<file path="src/verilog/rppm_cfg.svh">
`ifndef RPPM_CFG_SVH
`define RPPM_CFG_SVH

// Register byte offsets on the APB slave.
`define RPPM_OFS_CTRL      8'h00
`define RPPM_OFS_STATUS    8'h04
`define RPPM_OFS_THROTTLE  8'h08
`define RPPM_OFS_MULT      8'h0C

// Control register bit positions.
`define RPPM_CTRL_PIE      0
`define RPPM_CTRL_MSIE     1
`define RPPM_CTRL_SCIE     2
`define RPPM_CTRL_SMIE     3
`define RPPM_CTRL_P8XE     4
`define RPPM_CTRL_THRE     5
`define RPPM_CTRL_EQSCIE   6
`define RPPM_CTRL_EQSMIE   7
`define RPPM_CTRL_W        8

// Status register bit positions; the requester ID sits in the upper half.
`define RPPM_STS_PS        0
`define RPPM_STS_PP        1
`define RPPM_STS_SCI       2
`define RPPM_STS_SMI       3
`define RPPM_STS_EQSCI     4
`define RPPM_STS_EQSMI     5
`define RPPM_STS_RID_LSB   16

// Post-code I/O window, upper twelve address bits of 0x0080 to 0x008F.
`define RPPM_P8X_HI        12'h008

// Reset values.
`define RPPM_CTRL_RST      8'h00
`define RPPM_TP_RST        16'h0100
`define RPPM_TT_RST        16'h0010
`define RPPM_MULT_RST      16'h4321

`endif

</file>
<file path="src/verilog/rppm_pkg.sv">
package rppm_pkg;

  // A PM_PME message from the link: strobe and requester ID.
  typedef struct packed {
    logic        valid;
    logic [15:0] rid;
  } rppm_pme_msg_s;

  // An I/O cycle offered for decode.
  typedef struct packed {
    logic        valid;
    logic        write;
    logic [15:0] addr;
  } rppm_io_req_s;

  // Link state reported by the LTSSM.
  typedef struct packed {
    logic l1;
    logic l23_rdy;
    logic l23;
    logic down;
    logic rate_8g;
  } rppm_link_state_s;

  // Traffic gating toward the transmit path.
  typedef struct packed {
    logic block_tlp;
    logic block_opp_fc;
    logic hold_credits;
  } rppm_throttle_s;

  // Sleep entry sequencer states.
  typedef enum logic [1:0] {
    RPPM_SLP_IDLE,
    RPPM_SLP_SEND,
    RPPM_SLP_WAIT,
    RPPM_SLP_DONE
  } rppm_sleep_e;

endpackage

</file>
<file path="src/verilog/rppm_top.sv">
`include "rppm_cfg.svh"

module rppm_top #(
  parameter int TP_W   = 16,  // Width of the window period and zone time fields.
  parameter int MULT_W = 4    // Width of each severity multiplier.
) (
  input  wire logic                       mclk_in,
  input  wire logic                       rst_n_in,
  input  wire logic                       psel_in,
  input  wire logic                       penable_in,
  input  wire logic                       pwrite_in,
  input  wire logic [7:0]                 paddr_in,
  input  wire logic [31:0]                pwdata_in,
  output logic      [31:0]                prdata_out,
  output logic                            pready_out,
  output logic                            pslverr_out,
  input  wire logic                       sleep_entry_req_in,
  output logic                            turn_off_send_out,
  output logic                            l23_reached_out,
  input  wire logic                       rx_pme_to_ack_in,
  input  wire rppm_pkg::rppm_link_state_s link_in,
  input  wire logic                       wake_n_in,
  output logic                            wake_to_pmc_out,
  input  wire rppm_pkg::rppm_pme_msg_s    pme_msg_in,
  output logic                            msi_send_out,
  output logic                            intx_out,
  output logic                            gpe_msg_out,
  output logic                            sci_out,
  output logic                            system_mgmt_interrupt_n_out,
  input  wire logic                       link_eq_req_in,
  input  wire logic [3:0]                 throttle_severity_in,
  output rppm_pkg::rppm_throttle_s        throttle_out,
  input  wire rppm_pkg::rppm_io_req_s     io_req_in,
  output logic                            io_claim_out,
  output logic                            io_forward_out
);

  // Reset synchroniser: the second flop is the design-wide reset.
  logic rst_meta_q;  // First stage, read only by the second.
  logic rst_n;       // Released reset.

  // Asynchronous assertion, release through two flops.
  always_ff @(posedge mclk_in or negedge rst_n_in) begin
    if (!rst_n_in) begin
      rst_meta_q <= 1'b0;
      rst_n      <= 1'b0;
    end else begin
      rst_meta_q <= 1'b1;
      rst_n      <= rst_meta_q;
    end
  end

  // ---------------- APB slave ----------------
  logic [`RPPM_CTRL_W-1:0] ctrl_q;       // Enables written by software.
  logic [TP_W-1:0]         tp_q;         // Throttling window period.
  logic [TP_W-1:0]         tt_q;         // Throttling zone time.
  logic [4*MULT_W-1:0]     mult_q;       // Four severity multipliers.
  logic [31:0]             prdata_q;     // Read data captured at setup.
  logic                    unmapped_q;   // Setup address hit no register.
  logic                    setup;        // Setup phase of a transfer.
  logic                    access;       // Access phase; always completes.
  logic                    wr_ctrl;      // Control write taking effect.
  logic                    wr_sts;       // Status write taking effect.
  logic                    mapped;       // Current address is a register.
  logic [31:0]             status_word;  // Assembled status for reads.

  assign setup  = psel_in & ~penable_in;
  assign access = psel_in & penable_in;
  assign mapped = (paddr_in == `RPPM_OFS_CTRL) || (paddr_in == `RPPM_OFS_STATUS) ||
                  (paddr_in == `RPPM_OFS_THROTTLE) || (paddr_in == `RPPM_OFS_MULT);
  assign wr_ctrl = access & pwrite_in & (paddr_in == `RPPM_OFS_CTRL);
  assign wr_sts  = access & pwrite_in & (paddr_in == `RPPM_OFS_STATUS);

  // The slave never inserts wait states.
  assign pready_out  = 1'b1;
  assign pslverr_out = access & unmapped_q;
  assign prdata_out  = prdata_q;

  // Read data and decode result are captured in the setup cycle.
  always_ff @(posedge mclk_in or negedge rst_n) begin
    if (!rst_n) begin
      prdata_q   <= 32'h0000_0000;
      unmapped_q <= 1'b0;
    end else if (setup) begin
      unmapped_q <= ~mapped;
      case (paddr_in)
        `RPPM_OFS_CTRL:     prdata_q <= {{(32-`RPPM_CTRL_W){1'b0}}, ctrl_q};
        `RPPM_OFS_STATUS:   prdata_q <= status_word;
        `RPPM_OFS_THROTTLE: prdata_q <= {tt_q, tp_q};
        `RPPM_OFS_MULT:     prdata_q <= {16'h0000, mult_q};
        default:            prdata_q <= 32'h0000_0000;
      endcase
    end
  end

  // Configuration registers take writes in the access cycle.
  always_ff @(posedge mclk_in or negedge rst_n) begin
    if (!rst_n) begin
      ctrl_q <= `RPPM_CTRL_RST;
      tp_q   <= `RPPM_TP_RST;
      tt_q   <= `RPPM_TT_RST;
      mult_q <= `RPPM_MULT_RST;
    end else if (access && pwrite_in) begin
      if (paddr_in == `RPPM_OFS_CTRL) begin
        ctrl_q <= pwdata_in[`RPPM_CTRL_W-1:0];
      end
      if (paddr_in == `RPPM_OFS_THROTTLE) begin
        tp_q <= pwdata_in[15:0];
        tt_q <= pwdata_in[31:16];
      end
      if (paddr_in == `RPPM_OFS_MULT) begin
        mult_q <= pwdata_in[15:0];
      end
    end
  end

  // Named views of the control bits.
  logic pme_interrupt_enable;
  logic msi_enable_bit;
  logic pm_sci_enable;
  logic pm_smi_enable;
  logic post_code_decode_enable;
  logic throttle_enable;
  assign pme_interrupt_enable    = ctrl_q[`RPPM_CTRL_PIE];
  assign msi_enable_bit          = ctrl_q[`RPPM_CTRL_MSIE];
  assign pm_sci_enable           = ctrl_q[`RPPM_CTRL_SCIE];
  assign pm_smi_enable           = ctrl_q[`RPPM_CTRL_SMIE];
  assign post_code_decode_enable = ctrl_q[`RPPM_CTRL_P8XE];
  assign throttle_enable         = ctrl_q[`RPPM_CTRL_THRE];

  // ---------------- Sleep entry ----------------
  rppm_pkg::rppm_sleep_e slp_q;  // Sequencer state.

  // The acknowledge carries no meaning here and is deliberately unused.
  logic ack_unused;
  assign ack_unused = rx_pme_to_ack_in;

  // Turn-off is sent on a request seen in the idle state, whatever the link state.
  always_ff @(posedge mclk_in or negedge rst_n) begin
    if (!rst_n) begin
      slp_q <= rppm_pkg::RPPM_SLP_IDLE;
    end else begin
      case (slp_q)
        rppm_pkg::RPPM_SLP_IDLE: if (sleep_entry_req_in) slp_q <= rppm_pkg::RPPM_SLP_SEND;
        rppm_pkg::RPPM_SLP_SEND: slp_q <= rppm_pkg::RPPM_SLP_WAIT;
        rppm_pkg::RPPM_SLP_WAIT: if (link_in.l23) slp_q <= rppm_pkg::RPPM_SLP_DONE;
        rppm_pkg::RPPM_SLP_DONE: if (!link_in.l23) slp_q <= rppm_pkg::RPPM_SLP_IDLE;
        default:                 slp_q <= rppm_pkg::RPPM_SLP_IDLE;
      endcase
    end
  end

  // The turn-off strobe is one cycle in the send state.
  assign turn_off_send_out = (slp_q == rppm_pkg::RPPM_SLP_SEND);
  // Ready only while the link really sits in L23.
  assign l23_reached_out   = (slp_q == rppm_pkg::RPPM_SLP_DONE) & link_in.l23;

  // ---------------- Wake ----------------
  logic wake_prev_q;  // Last wake level, high when idle.
  logic wake_q;       // One-cycle wake indication.

  // Falling wake input gives a single indication and nothing else.
  always_ff @(posedge mclk_in or negedge rst_n) begin
    if (!rst_n) begin
      wake_prev_q <= 1'b1;
      wake_q      <= 1'b0;
    end else begin
      wake_prev_q <= wake_n_in;
      wake_q      <= wake_prev_q & ~wake_n_in;
    end
  end
  assign wake_to_pmc_out = wake_q;

  // ---------------- PME logging ----------------
  logic        pme_status_flag;       // First message logged.
  logic        pme_pending_flag;      // Further message waiting.
  logic [15:0] pme_requester_id_log;  // ID reported to software.
  logic [15:0] pme_queue_q;           // Oldest waiting ID.
  logic        ps_d;
  logic        pp_d;
  logic [15:0] rid_d;
  logic [15:0] queue_d;
  logic        pme_event;             // A message became visible to software.
  logic        ps_clr;                // Software clears the status flag.

  assign ps_clr = wr_sts & pwdata_in[`RPPM_STS_PS];

  // A message arriving with the clear is never lost.
  always_comb begin
    ps_d      = pme_status_flag;
    pp_d      = pme_pending_flag;
    rid_d     = pme_requester_id_log;
    queue_d   = pme_queue_q;
    pme_event = 1'b0;
    if (ps_clr && pme_pending_flag) begin
      ps_d      = 1'b1;
      pp_d      = 1'b0;
      rid_d     = pme_queue_q;
      pme_event = 1'b1;
      if (pme_msg_in.valid) begin
        pp_d    = 1'b1;
        queue_d = pme_msg_in.rid;
      end
    end else if (pme_msg_in.valid && (ps_clr || !pme_status_flag)) begin
      ps_d      = 1'b1;
      rid_d     = pme_msg_in.rid;
      pme_event = 1'b1;
    end else if (pme_msg_in.valid) begin
      pp_d = 1'b1;
      if (!pme_pending_flag) begin
        queue_d = pme_msg_in.rid;
      end
    end else if (ps_clr) begin
      ps_d = 1'b0;
    end
  end

  // PME log registers.
  always_ff @(posedge mclk_in or negedge rst_n) begin
    if (!rst_n) begin
      pme_status_flag      <= 1'b0;
      pme_pending_flag     <= 1'b0;
      pme_requester_id_log <= 16'h0000;
      pme_queue_q          <= 16'h0000;
    end else begin
      pme_status_flag      <= ps_d;
      pme_pending_flag     <= pp_d;
      pme_requester_id_log <= rid_d;
      pme_queue_q          <= queue_d;
    end
  end

  // ---------------- Interrupt, GPE, SCI, SMI ----------------
  logic pie_rise;     // Interrupt enable written from zero to one.
  logic msi_q;        // One-cycle MSI request.
  logic gpe_q;        // One-cycle GPE message.
  logic pm_sci_status;
  logic pm_smi_status;
  logic eq_sci_q;     // Equalization request routed to SCI.
  logic eq_smi_q;     // Equalization request routed to SMI.
  logic eq_event;     // Equalization request at 8 Gb/s.

  assign pie_rise = wr_ctrl & pwdata_in[`RPPM_CTRL_PIE] & ~pme_interrupt_enable;
  assign eq_event = link_eq_req_in & link_in.rate_8g;

  // Message and GPE strobes.
  always_ff @(posedge mclk_in or negedge rst_n) begin
    if (!rst_n) begin
      msi_q <= 1'b0;
      gpe_q <= 1'b0;
    end else begin
      // The enable rise honours the MSI bit written in the same control word.
      msi_q <= (msi_enable_bit & pme_event & pme_interrupt_enable) |
               (pwdata_in[`RPPM_CTRL_MSIE] & pie_rise & pme_status_flag);
      gpe_q <= pme_event & ~pme_interrupt_enable;
    end
  end

  // Sticky routing status, write one to clear; a new event wins.
  always_ff @(posedge mclk_in or negedge rst_n) begin
    if (!rst_n) begin
      pm_sci_status <= 1'b0;
      pm_smi_status <= 1'b0;
      eq_sci_q      <= 1'b0;
      eq_smi_q      <= 1'b0;
    end else begin
      pm_sci_status <= (pm_sci_status & ~(wr_sts & pwdata_in[`RPPM_STS_SCI])) |
                       (pme_event & pm_sci_enable);
      pm_smi_status <= (pm_smi_status & ~(wr_sts & pwdata_in[`RPPM_STS_SMI])) |
                       (pme_event & pm_smi_enable);
      eq_sci_q      <= (eq_sci_q & ~(wr_sts & pwdata_in[`RPPM_STS_EQSCI])) |
                       (eq_event & ctrl_q[`RPPM_CTRL_EQSCIE]);
      eq_smi_q      <= (eq_smi_q & ~(wr_sts & pwdata_in[`RPPM_STS_EQSMI])) |
                       (eq_event & ctrl_q[`RPPM_CTRL_EQSMIE]);
    end
  end

  // Wire interrupt follows the status flag while enabled without MSI.
  assign intx_out     = pme_interrupt_enable & ~msi_enable_bit & pme_status_flag;
  assign msi_send_out = msi_q;
  assign gpe_msg_out  = gpe_q;
  assign sci_out      = pm_sci_status | eq_sci_q;
  assign system_mgmt_interrupt_n_out = ~(pm_smi_status | eq_smi_q);

  assign status_word = {pme_requester_id_log, 10'h000, eq_smi_q, eq_sci_q,
                        pm_smi_status, pm_sci_status, pme_pending_flag, pme_status_flag};

  // ---------------- Dynamic link throttling ----------------
  logic [MULT_W-1:0]      mult [4];     // Multiplier per severity level.
  logic [3:0]             sev_prev_q;   // Severity seen last cycle.
  logic                   thr_en_q;     // Enable seen last cycle.
  logic [TP_W-1:0]        win_cnt_q;    // Position in the window.
  logic [1:0]             sev_idx;      // Highest active severity.
  logic                   sev_any;      // Any severity active.
  logic                   paused;       // Link state stops the timers.
  logic                   restart;      // Window starts again from zero.
  logic [TP_W+MULT_W-1:0] zone_len;     // Throttling zone in cycles.
  logic                   in_zone;
  logic                   throttling;

  for (genvar g = 0; g < 4; g++) begin : g_mult
    assign mult[g] = mult_q[g*MULT_W +: MULT_W];
  end

  // Pick the highest severity that is currently raised.
  always_comb begin
    sev_idx = 2'd0;
    for (int i = 0; i < 4; i++) begin
      if (throttle_severity_in[i]) sev_idx = i[1:0];
    end
  end

  assign sev_any  = |throttle_severity_in;
  assign paused   = link_in.l1 | link_in.l23_rdy | link_in.down;
  assign restart  = (throttle_severity_in != sev_prev_q) | (throttle_enable & ~thr_en_q) | paused;
  assign zone_len = tt_q * mult[sev_idx];
  assign in_zone  = {{MULT_W{1'b0}}, win_cnt_q} < zone_len;

  // Window counter wraps at the programmed period.
  always_ff @(posedge mclk_in or negedge rst_n) begin
    if (!rst_n) begin
      win_cnt_q  <= '0;
      sev_prev_q <= 4'h0;
      thr_en_q   <= 1'b0;
    end else begin
      sev_prev_q <= throttle_severity_in;
      thr_en_q   <= throttle_enable;
      // A zero period behaves as a period of one cycle.
      if (restart || (tp_q == '0) || (win_cnt_q >= tp_q - 1'b1)) begin
        win_cnt_q <= '0;
      end else begin
        win_cnt_q <= win_cnt_q + 1'b1;
      end
    end
  end

  // Gate only inside the zone while enabled with a severity raised.
  assign throttling = throttle_enable & sev_any & ~paused & in_zone;
  assign throttle_out.block_tlp    = throttling;
  assign throttle_out.block_opp_fc = throttling;
  assign throttle_out.hold_credits = throttling;

  // ---------------- Post-code decode ----------------
  assign io_claim_out   = post_code_decode_enable & io_req_in.valid &
                          (io_req_in.addr[15:4] == `RPPM_P8X_HI);
  assign io_forward_out = io_claim_out;

  // ---------------- Checks ----------------
  property p_turn_off;
    @(posedge mclk_in) disable iff (!rst_n)
    (slp_q == rppm_pkg::RPPM_SLP_IDLE) && sleep_entry_req_in |=> turn_off_send_out ##1 !turn_off_send_out;
  endproperty
  a_turn_off: assert property (p_turn_off) else $error("turn-off not sent");

  property p_l23;
    @(posedge mclk_in) disable iff (!rst_n)
    l23_reached_out |-> link_in.l23 && $past(slp_q) != rppm_pkg::RPPM_SLP_IDLE;
  endproperty
  a_l23: assert property (p_l23) else $error("ready without L23");

  property p_wake;
    @(posedge mclk_in) disable iff (!rst_n)
    $fell(wake_n_in) |=> wake_to_pmc_out ##1 !wake_to_pmc_out;
  endproperty
  a_wake: assert property (p_wake) else $error("wake not forwarded");

  property p_first_pme;
    @(posedge mclk_in) disable iff (!rst_n)
    pme_msg_in.valid && !pme_status_flag |=> pme_status_flag && pme_requester_id_log == $past(pme_msg_in.rid);
  endproperty
  a_first_pme: assert property (p_first_pme) else $error("first PME not logged");

  property p_pending;
    @(posedge mclk_in) disable iff (!rst_n)
    pme_msg_in.valid && pme_status_flag && !ps_clr |=> pme_pending_flag && $stable(pme_requester_id_log);
  endproperty
  a_pending: assert property (p_pending) else $error("pending PME mishandled");

  property p_reload;
    @(posedge mclk_in) disable iff (!rst_n)
    ps_clr && pme_pending_flag && !pme_msg_in.valid |=>
      pme_status_flag && !pme_pending_flag && pme_requester_id_log == $past(pme_queue_q);
  endproperty
  a_reload: assert property (p_reload) else $error("queued PME not reloaded");

  property p_gpe;
    @(posedge mclk_in) disable iff (!rst_n)
    pme_event && !pme_interrupt_enable |=> gpe_msg_out && !msi_send_out;
  endproperty
  a_gpe: assert property (p_gpe) else $error("GPE message missing");

  property p_pie_rise;
    @(posedge mclk_in) disable iff (!rst_n)
    pie_rise && pme_status_flag && pwdata_in[`RPPM_CTRL_MSIE] |=> msi_send_out;
  endproperty
  a_pie_rise: assert property (p_pie_rise) else $error("no interrupt on enable");

  property p_sci;
    @(posedge mclk_in) disable iff (!rst_n)
    pme_event && pm_sci_enable |=> pm_sci_status && sci_out;
  endproperty
  a_sci: assert property (p_sci) else $error("SCI status not set");

  property p_smi;
    @(posedge mclk_in) disable iff (!rst_n)
    pme_event && pm_smi_enable |=> !system_mgmt_interrupt_n_out;
  endproperty
  a_smi: assert property (p_smi) else $error("SMI not asserted");

  property p_restart;
    @(posedge mclk_in) disable iff (!rst_n)
    (throttle_severity_in != sev_prev_q) |=> win_cnt_q == '0;
  endproperty
  a_restart: assert property (p_restart) else $error("window not restarted");

  property p_no_throttle;
    @(posedge mclk_in) disable iff (!rst_n)
    !throttle_enable || !sev_any || paused |-> !throttle_out.block_tlp && !throttle_out.hold_credits;
  endproperty
  a_no_throttle: assert property (p_no_throttle) else $error("throttled while idle");

  property p_claim;
    @(posedge mclk_in) disable iff (!rst_n)
    io_req_in.valid && post_code_decode_enable && io_req_in.addr >= 16'h0080 && io_req_in.addr <= 16'h008F
      |-> io_claim_out && io_forward_out;
  endproperty
  a_claim: assert property (p_claim) else $error("post code not claimed");

  c_sleep:   cover property (@(posedge mclk_in) disable iff (!rst_n) l23_reached_out);
  c_reload:  cover property (@(posedge mclk_in) disable iff (!rst_n) ps_clr && pme_pending_flag);
  c_throttle: cover property (@(posedge mclk_in) disable iff (!rst_n) $rose(throttle_out.block_tlp));
  c_claim:   cover property (@(posedge mclk_in) disable iff (!rst_n) io_claim_out);

endmodule // rppm_top
</file>
<file path="config.mk">
export PLATFORM = sky130hd
export DESIGN_NAME = rppm_top
export DESIGN_NICKNAME = d
export VERILOG_FILES = /design/src/verilog/rppm_pkg.sv /design/src/verilog/rppm_top.sv
export VERILOG_INCLUDE_DIRS = /design/src /design/src/verilog
export SDC_FILE = /design/constraint.sdc
export NUM_CORES = 1
export LEC_CHECK = 0
export BUFFER_PORTS_ARGS = -buffer_cell sky130_fd_sc_hd__buf_4
export CAP_MARGIN = 20
export CORE_MARGIN = 4
export CORE_UTILIZATION = 30
export DETAILED_ROUTE_END_ITERATION = 10
export HOLD_SLACK_MARGIN = 0.15
export PLACE_DENSITY = 0.55
export RECOVER_POWER = 100
export SETUP_SLACK_MARGIN = 0.02
export SLEW_MARGIN = 0
export SYNTH_ARGS = -nofsm -noshare
export SYNTH_HDL_FRONTEND = slang
export SYNTH_SLANG_ARGS = --single-unit
</file>
<file path="constraint.sdc">
create_clock -name mclk_in -period 5.7 [get_ports mclk_in]
set_input_delay 0.285 -clock mclk_in [delete_from_list [all_inputs] [get_ports mclk_in]]
set_output_delay 0.285 -clock mclk_in [all_outputs]
set_load 0.1 [all_outputs]
</file>
==> flow_summary_export.csv, run 1 <==
group,metric,value,unit
logic_synthesis,synthDistinctLibCells,71,
final_layout,final_cell_mix,"buf_4 (197), dfrtp_1 (147), nand2_1 (108)",
global_routing,grt_max_degree,72,
final_layout,fin_util,40.85,%
pwr,leakagePower,6.314,nW
floorplan,die_h,187.9,um
clocking,cts_root_buf,"clkbuf_16",
timing,max_freq,0.1556,GHz
run_status,status,"complete, but fails checks",
floorplan,ios,140,
route,wl_met3,845,um
logic_synthesis,synth_edf_count,0,
setup_path,arrival,6140,ps
logic_synthesis,synth-seq-area-share,40.30,%
logic_synthesis,synthArstFlopShare,100.0,%
logic_synthesis,ys_seq_elements,156,
global_routing,globalRouteOverflowTotal,0,
clocking,cts_sinks,156,
job,max_cap_viol_count,0,
timing,rsz0062_at_grt,"true",
timing,min_period_over_period,112.7,%
floorplan,core,0.03172,mm^2
place,port_buffers,132,
timing,max_slew_margin,29.23,%
logic_synthesis,syn_inst,954,
final_layout,drive_gt1_share,29.98,%
final_layout,antennaDiodeCount,0,
logic_synthesis,yosys_warnings,0,
route,vias,7680,
route,dr.max_layer_used,"met4",
global_routing,first_global_vias,8152,
run_status,violations,"negative setup slack",
clocking,numCtsBuffers,17,
timing,worst_pin_slew,1057,ps
route,routedWlPerCell,16.09,um
route,drt_iter0_drc,342,
timing,skew,20.95,ps
route,drc,0,
timing,drv_slew,0,
global_routing,grt_usage,15.00,%
setup_path,cp_max_fo,5,
floorplan,initial_utilization,30.62,%
floorplan,rows,65,
clocking,clockBufferDepth,2,
pwr,peakVddDrop,0.1924,mV
clocking,cts_tree,"built",
global_routing,antenna_found_initial,0,
place,hpwl,19450,um
timing,setup_viol_count_final,3,
timing,tns,-2177,ps
timing,hold_viol,0,
floorplan,die_area,0.03532,mm^2
place,finalWeightedCongestion,0.7991,
worst_hold_path,hold_class,"input port to flop",
logic_synthesis,synth-main-ff-cell,"dfrtp_1",
setup_path,worstPathRequired,5410,ps
clocking,path_clk_slew,60,ps
route,wirelength,26010,um
timing,min_period,6426,ps
setup_path,critPathKind,"flop to output pin",
route,wl_met2,12460,um
route,wl_met1,12460,um
logic_synthesis,avgSynthCellArea,10.18,um^2
final_layout,layout.nets,1384,
setup_path,cp_slowest_stage_delay,520,ps
setup_path,startpoint_type,"flop",
route,ant_nets,0,
pwr,powerDensity,207.9,mW/mm^2
final_layout,final_common_cell,"buf_4",
setup_path,cp_slowest_cell,"fa_1",
setup_path,endpoint_kind,"output pin",
route,drt-pass1-iter-count,5,
clocking,cts_max_level,4,
floorplan,die_x,187.9,um
global_routing,grt_pass1_wl,43250,um
route,via_per_inst,4.752,
timing,finalWorstSetupSlack,-725.7,ps
clocking,clk_latency,440,ps
logic_synthesis,syn_area,0.009712,mm^2
final_layout,area_delta_synth_final,33.41,%
[kinds of logic after synthesis]
kind of cell	count (synthesis)	synth area share (%)
other	1	0.03861
AO/OA/AOI/OAI	180	12.32
multiplexers	82	9.933
adder cells (fa/ha/maj)	89	13.63
AND/OR/NAND/NOR	285	14.69
XOR/XNOR	46	4.148
buffers and inverters	115	4.947
flip-flops	156	40.30
[through the flow]
stage	instances	instance area [um^2]	setup slack, ps	total power [mW]	hold slack [ps]
2_1_floorplan	955	9806	-148.7	1.437	-10.59
3_3_place_gp	1521	11640	-416.8	1.551	69.08
3_5_place_dp	1521	11640	-539.9	1.559	69.06
4_1_cts	1612	12880	-743.7	2.724	195.3
5_1_grt	1616	12960	-1096	2.818	196.9
6_report	1616	12960	-725.7	2.693	214.6
[state kept, by name, summed over array words and instances (netlist names), 2 cells and up]
signal,cells
sev_prev_q,4
pme_requester_id_log,16
tt_q,16
win_cnt_q,16
mult_q,16
slp_q,2
ctrl_q,8
tp_q,16
prdata_out,32
pme_queue_q,16
[layer usage]
layer / up-vias / global-route usage, %
met5: - / 0
li1: 3790 / -
met3: 19 / 2.923
met1: 3758 / 20.77
met4: 0 / 3.219
met2: 113 / 24.53
[synth_stat cells (5+ instances only)]
master / instances / area (um^2)
dfrtp_1: 148 / 3704
buf_4: 5 / 37.54
nor2b_1: 43 / 269.0
a21oi_1: 32 / 160.2
fa_1: 28 / 560.5
mux2_4: 10 / 150.1
nor2_1: 48 / 180.2
dfstp_2: 8 / 210.2
buf_2: 6 / 30.03
a21o_1: 11 / 82.58
a22oi_1: 40 / 300.3
nand3_1: 19 / 95.09
o21ai_0: 53 / 265.3
nand2b_1: 13 / 81.33
nand2_1: 108 / 405.4
and3_1: 7 / 43.79
and2_1: 6 / 37.54
inv_1: 75 / 281.5
clkbuf_1: 22 / 82.58
ha_1: 61 / 763.2
nor3_1: 7 / 35.03
xor2_1: 25 / 219.0
xnor2_1: 21 / 183.9
nor4_1: 6 / 37.54
mux2i_1: 6 / 60.06
o211ai_1: 5 / 37.54
a222oi_1: 5 / 50.05
mux2_2: 65 / 732.0
[final cells by class]
class,count,area [um^2]
Fill cell,3099,18760
Timing Repair Buffer,268,2226
Clock inverter,9,87.58
Inverter,75,281.5
Multi-Input combinational cell,684,5456
Tap cell,402,503.0
Sequential cell,156,3918
Clock buffer,22,484.2
[report_power, final]
| group | switching, mW | internal [mW] |
|---|---|---|
| combinational | 0.192 | 0.171 |
| clock | 0.478 | 0.646 |
| sequential | 0.0475 | 1.16 |
[worst paths after layout]
check,start,end,slack (ps),depth (start not counted)
min in group asynchronous,rst_n,pme_queue_q[5],460,0
worst max-delay path,mult_q[6],throttle_out[0],-730,28
worst max register to register,tp_q[4],win_cnt_q[7],2400,12
worst min-delay path,throttle_severity_in[3],sev_prev_q[3],210,2
worst min register to register,rst_meta_q,rst_n,360,0
max in group asynchronous,rst_n,prdata_out[10],4050,1
[worst max-delay path: cells and delay by family (launching register included)]
family	cells	cell delay, ps
adders and majority gates	4	1650
DFF	1	400
buffers and inverters	5	580
and+or+nand+nor	6	980
xor gates and xnor gates	1	90
AOI/OAI and AO/OA	11	1850
muxes	1	140
[what timing repair did]
item | 4_1_cts | 5_1_grt
setup endpoints to repair | 3 | 3
gates resized for setup | 13 | 7
hold buffers | 58 | 0
buffers inserted | 2 | 2
pin swaps | 6 | 1
gates cloned | 0 | 1
hold endpoints to repair | 100 | 0
Power figures use the tool's default switching activity.
==> run 2: changes to the inputs <==
--- a/config.mk
+++ b/config.mk
@@ -12,7 +12,6 @@
 export CORE_UTILIZATION = 30
 export DETAILED_ROUTE_END_ITERATION = 10
 export HOLD_SLACK_MARGIN = 0.15
-export PLACE_DENSITY = 0.55
 export RECOVER_POWER = 100
 export SETUP_SLACK_MARGIN = 0.02
 export SLEW_MARGIN = 0
==> constraint.sdc (replaced) <==
create_clock -name mclk_in -period 5.9 [get_ports mclk_in]
set_input_delay 0.295 -clock mclk_in [delete_from_list [all_inputs] [get_ports mclk_in]]
set_output_delay 0.295 -clock mclk_in [all_outputs]
set_load 0.1 [all_outputs]
==> run 2 against run 1 <==
  * The run ends with max-capacitance violations, max-slew violations, negative setup slack left
  * First-iteration DRC count is 4.7% higher
  * Sequential share of layout area is 0.26 points higher
  * Worst hold slack worse by 40 ps
  * Final cell count is 0.19% lower
  * Wire length is 0.37% lower
  * Utilization is 0.38 points lower
  * Total power is 0.44% lower
  * Global-route usage is 0.27 points lower
  * Clock-buffer cell count is 1 lower
  * Critical path type unchanged
  * Critical endpoint is now throttle_out[2]
  * Largest power group is now clock
==> flow_summary_export.csv, run 2 (same netlist as run 1, synthesis figures left out) <==
group,metric,value,unit
timing,min_period,6430,ps
place,place.detailed.instances,1508,
worst_hold_path,hold_class,"input port to flop",
global_routing,globalRouteOverflowTotal,0,
clocking,cts_root_buf,"clkbuf_16",
pwr,p_clk_share,43.8,%
global_routing,grt_usage,14.73,%
clocking,clockBufferDepth,2,
pwr,peakVddDrop,0.1916,mV
final_layout,layout.nets,1380,
timing,max_slew_margin,-95.05,%
worst_hold_path,hold_depth,2,
pwr,comb_power_share,12.7,%
timing,rsz0062_at_grt,"true",
clocking,path_clk_slew,60,ps
worst_hold_path,min_from,"throttle_severity_in[1]",
pwr,powerDensity,208.9,mW/mm^2
final_layout,drive_gt1_share,26.18,%
global_routing,first_global_vias,8276,
timing,min_period_over_period,109.0,%
clocking,clk_latency,430,ps
place,finalWeightedCongestion,0.7790,
run_status,violations,"max-capacitance violations, max-slew violations, negative setup slack",
final_layout,final_common_cell,"dfrtp_1",
route,drc,0,
route,ant_nets,0,
setup_path,r2r_start,"rst_n",
timing,worst_pin_slew,2895,ps
timing,skew,11.29,ps
route,drt_iter0_drc,358,
setup_path,worstPathRequired,5610,ps
pwr,leakagePower,6.107,nW
final_layout,largest_register_ff_count,32,
timing,finalWorstSetupSlack,-530.3,ps
job,max_cap_viol_count,6,
place,port_buffers,132,
floorplan,die_h,187.9,um
timing,setup_viol_count_final,3,
timing,hold_viol,0,
final_layout,area_delta_synth_final,32.16,%
final_layout,final_cells,1613,
worst_hold_path,holdPathEnd,"sev_prev_q[1]",
setup_path,cp_max_fo,5,
final_layout,final_cell_mix,"dfrtp_1 (148), buf_4 (145), nand2_1 (108)",
clocking,numCtsBuffers,17,
clocking,cts_sinks,156,
pwr,power_switching_share,25.22,%
pwr,switchingPower,0.6764,mW
pwr,power.total,2.682,mW
final_layout,final_cell_area,0.01283,mm^2
route,drt-pass1-iter-count,5,
place,hpwl,19180,um
setup_path,endpoint_kind,"output pin",
route,vias,7907,
timing,drv_slew,205,
global_routing,grt_pass1_wl,42460,um
pwr,seqPwrFrac,43.5,%
timing,max_freq,0.1555,GHz
floorplan,ios,140,
global_routing,antenna_found_initial,0,
clocking,cts_max_level,4,
pwr,internal_power,2.005,mW
route,via_per_inst,4.902,
route,wirelength,25910,um
setup_path,reg2regPathDepth,1,
floorplan,rows,65,
clocking,cts_tree,"built",
place,placed_cell_area,0.01153,mm^2
setup_path,critPathKind,"flop to output pin",
setup_path,cp_slowest_cell,"or4b_1",
setup_path,reg2reg_slack,2010,ps
floorplan,die_x,187.9,um
run_status,status,"complete, but fails checks",
setup_path,arrival,6140,ps
floorplan,die_area,0.03532,mm^2
global_routing,grt_max_degree,71,
setup_path,r2r_end,"sev_prev_q[1]",
route,routedWlPerCell,16.06,um
final_layout,antennaDiodeCount,0,
floorplan,core,0.03172,mm^2
setup_path,startpoint_type,"flop",
floorplan,initial_utilization,30.62,%
setup_path,cp_slowest_stage_delay,510,ps
-- run 2: power groups by stage --
| stage | Sequential (mW) | Clock [mW] | Combinational, mW |
|---|---|---|---|
| 6_report | 1.17 | 1.18 | 0.339 |
| 5_1_grt | 1.17 | 1.25 | 0.374 |
| 3_5_place_dp | 1.19 | 0 | 0.320 |
| 3_3_place_gp | 1.18 | 0 | 0.311 |
| 4_1_cts | 1.17 | 1.20 | 0.354 |
| 2_1_floorplan | 1.18 | 0 | 0.205 |
-- run 2: cell type report --
type / count / area [um^2]
Clock buffer: 21 / 460.4
Timing Repair Buffer: 264 / 2026
Tap cell: 402 / 503.0
Clock inverter: 11 / 165.2
Fill cell: 3129 / 18880
Multi-Input combinational cell: 684 / 5485
Sequential cell: 156 / 3914
Inverter: 75 / 281.5
-- run 2: critical path, delay by kind of cell (launching register included) --
family / cells / cell delay (ps)
mux: 1 / 130
buf+inv: 5 / 690
fa+ha+maj: 4 / 1470
xor+xnor: 1 / 90
simple gates: 7 / 1200
flops: 1 / 410
compound gates: 10 / 1700
-- run 2: what timing repair did --
action,in CTS,in global routing
setup endpoints to repair,3,3
hold endpoints to repair,97,0
setup buffers,15,1
pin swaps,38,3
gates cloned,1,0
resized for setup,34,6
hold buffers,55,0
-- run 2: per-layer routing --
metal	wire (um)	up-vias	global-route usage [%]
li1	-	3788	-
met1	11770	3949	18.90
met2	12730	132	25.31
met5	0	-	0
met4	662	0	5.082
met3	749	38	2.308
-- run 2: worst max path at each step --
stage                            startpoint              end  slack [ps]  cells after the start
floorplan           throttle_severity_in[1]  throttle_out[0]          30                     28
global placement    throttle_severity_in[1]  throttle_out[2]        -320                     27
detailed placement  throttle_severity_in[1]  throttle_out[2]        -450                     28
CTS                               mult_q[1]  throttle_out[2]        -520                     27
global route                      mult_q[1]  throttle_out[1]        -800                     28
finish                            mult_q[2]  throttle_out[2]        -530                     28
-- run 2: through the flow --
stage / setup slack (ps) / util (%) / hold WS [ps] / setup TNS, ps
after global routing: -803.9 / 40.47 / 170.9 / -2392
after floorplan: 26.74 / - / -0.5911 / 0
after CTS: -515.3 / 41.05 / 161.0 / -1546
final: -530.3 / 40.47 / 174.8 / -1571
after detailed placement: -448.1 / 36.35 / 78.80 / -1344
after global placement: -324.7 / 36.35 / 77.41 / -974.1
==> run 3: changes to the inputs <==
--- a/config.mk
+++ b/config.mk
@@ -12,6 +12,7 @@
 export CORE_UTILIZATION = 30
 export DETAILED_ROUTE_END_ITERATION = 10
 export HOLD_SLACK_MARGIN = 0.15
+export PLACE_DENSITY = 0.48
 export RECOVER_POWER = 100
 export SETUP_SLACK_MARGIN = 0.02
 export SLEW_MARGIN = 0
==> run 3 against run 2 <==
  * Critical endpoint is now throttle_out[0]
  * Sequential share of layout area decreased by 0.31 points
  * Non-clock buffer count grew 20
  * The flow still finishes with violations (max-capacitance violations, max-slew violations, negative setup slack)
  * Largest cell class unchanged
  * Utilization rose by 0.46 points
  * Critical path type unchanged
==> flow_summary_export.csv, run 3 (same netlist as run 1, synthesis figures left out) <==
group,metric,value,unit
setup_path,reg2reg_slack,1960,ps
timing,rsz0062_at_grt,"true",
setup_path,endpoint_kind,"output pin",
setup_path,cp_slowest_stage_delay,550,ps
clocking,cts_tree,"built",
place,finalWeightedCongestion,0.7885,
timing,min_period,6509,ps
setup_path,critPathKind,"flop to output pin",
floorplan,ios,140,
route,routedWlPerCell,16.22,um
route,wl_met3,1023,um
floorplan,die_area,0.03532,mm^2
final_layout,area_delta_synth_final,33.66,%
global_routing,grt_usage,15.20,%
pwr,leakagePower,6.193,nW
final_layout,layout.nets,1400,
floorplan,core,0.03172,mm^2
route,wl_met1,12820,um
place,port_buffers,132,
pwr,p_clk_share,45.8,%
timing,drv_slew,273,
route,wl_met2,12160,um
setup_path,arrival,6210,ps
timing,min_period_over_period,110.3,%
run_status,status,"complete, but fails checks",
timing,skew,11.59,ps
clocking,numCtsBuffers,17,
setup_path,cp-startpoint,"mult_q[7]",
timing,hold_slack,232.3,ps
pwr,powerDensity,213.7,mW/mm^2
setup_path,reg2regPathDepth,1,
global_routing,globalRouteOverflowTotal,0,
global_routing,first_global_vias,8201,
worst_hold_path,hold_class,"input port to flop",
pwr,power.total,2.774,mW
worst_hold_path,min_from,"throttle_severity_in[3]",
setup_path,r2r_end,"prdata_out[13]",
pwr,comb_power_share,12.5,%
route,dr.max_layer_used,"met4",
pwr,power_switching_share,25.07,%
floorplan,initial_utilization,30.62,%
setup_path,startpoint_type,"flop",
global_routing,antenna_found_initial,1,
timing,max_freq,0.1536,GHz
clocking,path_clk_slew,70,ps
route,drc,0,
timing,setup_viol_count_final,3,
clocking,clockBufferDepth,2,
final_layout,largest_register_ff_count,32,
global_routing,grt_max_degree,155,
pwr,internal_power,2.078,mW
clocking,cts_max_level,4,
pwr,seqPwrFrac,41.7,%
timing,finalWorstSetupSlack,-608.9,ps
final_layout,antennaDiodeCount,0,
route,wirelength,26480,um
setup_path,r2r_start,"rst_n",
route,via_per_inst,4.762,
clocking,cts_sinks,156,
clocking,clk_latency,430,ps
place,dpl_worst_slack,-393.2,ps
final_layout,final_cell_mix,"buf_4 (164), dfrtp_1 (147), nand2_1 (108)",
global_routing,grt_pass1_wl,43790,um
worst_hold_path,holdPathEnd,"sev_prev_q[3]",
floorplan,die_h,187.9,um
job,max_cap_viol_count,5,
setup_path,worstPathRequired,5610,ps
worst_hold_path,hold_depth,2,
place,hpwl,19450,um
setup_path,cp_max_fo,7,
final_layout,final_common_cell,"buf_4",
timing,worst_pin_slew,3833,ps
setup_path,cp_slowest_cell,"or4b_1",
route,drt_iter0_drc,402,
floorplan,rows,65,
final_layout,drive_gt1_share,26.99,%
floorplan,die_x,187.9,um
route,ant_nets,0,
pwr,switchingPower,0.6955,mW
route,drt-pass1-iter-count,5,
timing,max_slew_margin,-155.5,%
clocking,cts_root_buf,"clkbuf_16",
run_status,violations,"max-capacitance violations, max-slew violations, negative setup slack",
pwr,peakVddDrop,0.1442,mV
route,vias,7771,
timing,hold_viol,0,
==> run 3: changes by cell type in the layout (fill, tap and decap cells not counted), moves of 2 or more <==
cell	change
buf_12	-2
buf_4	+19
bufinv_16	+2
clkbuf_1	+2
clkinv_2	-2
a211oi_2	-2
==> run 3: cell type report <==
type | instances | area [um^2]
sequential | 156 | 3918
clock inverter | 11 | 215.2
clock buffer | 20 | 446.7
timing repair buffer | 284 | 2130
inverter | 75 | 281.5
tap | 402 | 503.0
fill | 3151 | 18740
multi-input combinational | 684 | 5488
==> run 3: worst max-delay path: cells and delay by family, from the launching register on <==
kind / cells / cell delay [ps]
buf+inv: 6 / 700
compound gates: 9 / 1450
xor+xnor: 1 / 130
simple gates: 7 / 1410
mux: 1 / 140
fa+ha+maj: 4 / 1570
flops: 1 / 400
==> run 3: worst max-delay path by stage <==
stage	endpoint
CTS	throttle_out[0]
floorplan	throttle_out[0]
detailed placement	throttle_out[0]
finish	throttle_out[0]
global placement	throttle_out[0]
global route	throttle_out[0]
==> run 3: timing repair <==
item	4_1_cts	5_1_grt
endpoints found under the hold margin	97	0
hold buffers	56	0
pin swaps	31	3
setup endpoints to repair	3	3
resized for setup	31	10
setup buffers	26	4
==> run 3: metal layers <==
metal  GRT usage (%)  up-vias
met1           21.61     3770
met3           2.681       28
met5               0        -
li1                -     3826
met4           4.122        0
met2           23.95      147
==> run 3: power groups by stage <==
stage	Combinational, mW	Clock, mW	Sequential, mW
finish	0.346	1.27	1.16
CTS	0.364	1.29	1.16
global route	0.384	1.33	1.16
floorplan	0.205	0	1.18
detailed placement	0.331	0	1.18
global placement	0.328	0	1.18
==> run 3: stage by stage <==
step	std cells	TNS (ps)	utilization, %	instance area, um^2
after floorplan	955	0	-	9787
after global placement	1513	-842.5	36.47	11570
after detailed placement	1513	-1179	36.47	11570
after CTS	1626	-1939	41.44	13150
after global routing	1632	-2844	40.93	12980
final	1632	-1807	40.93	12980
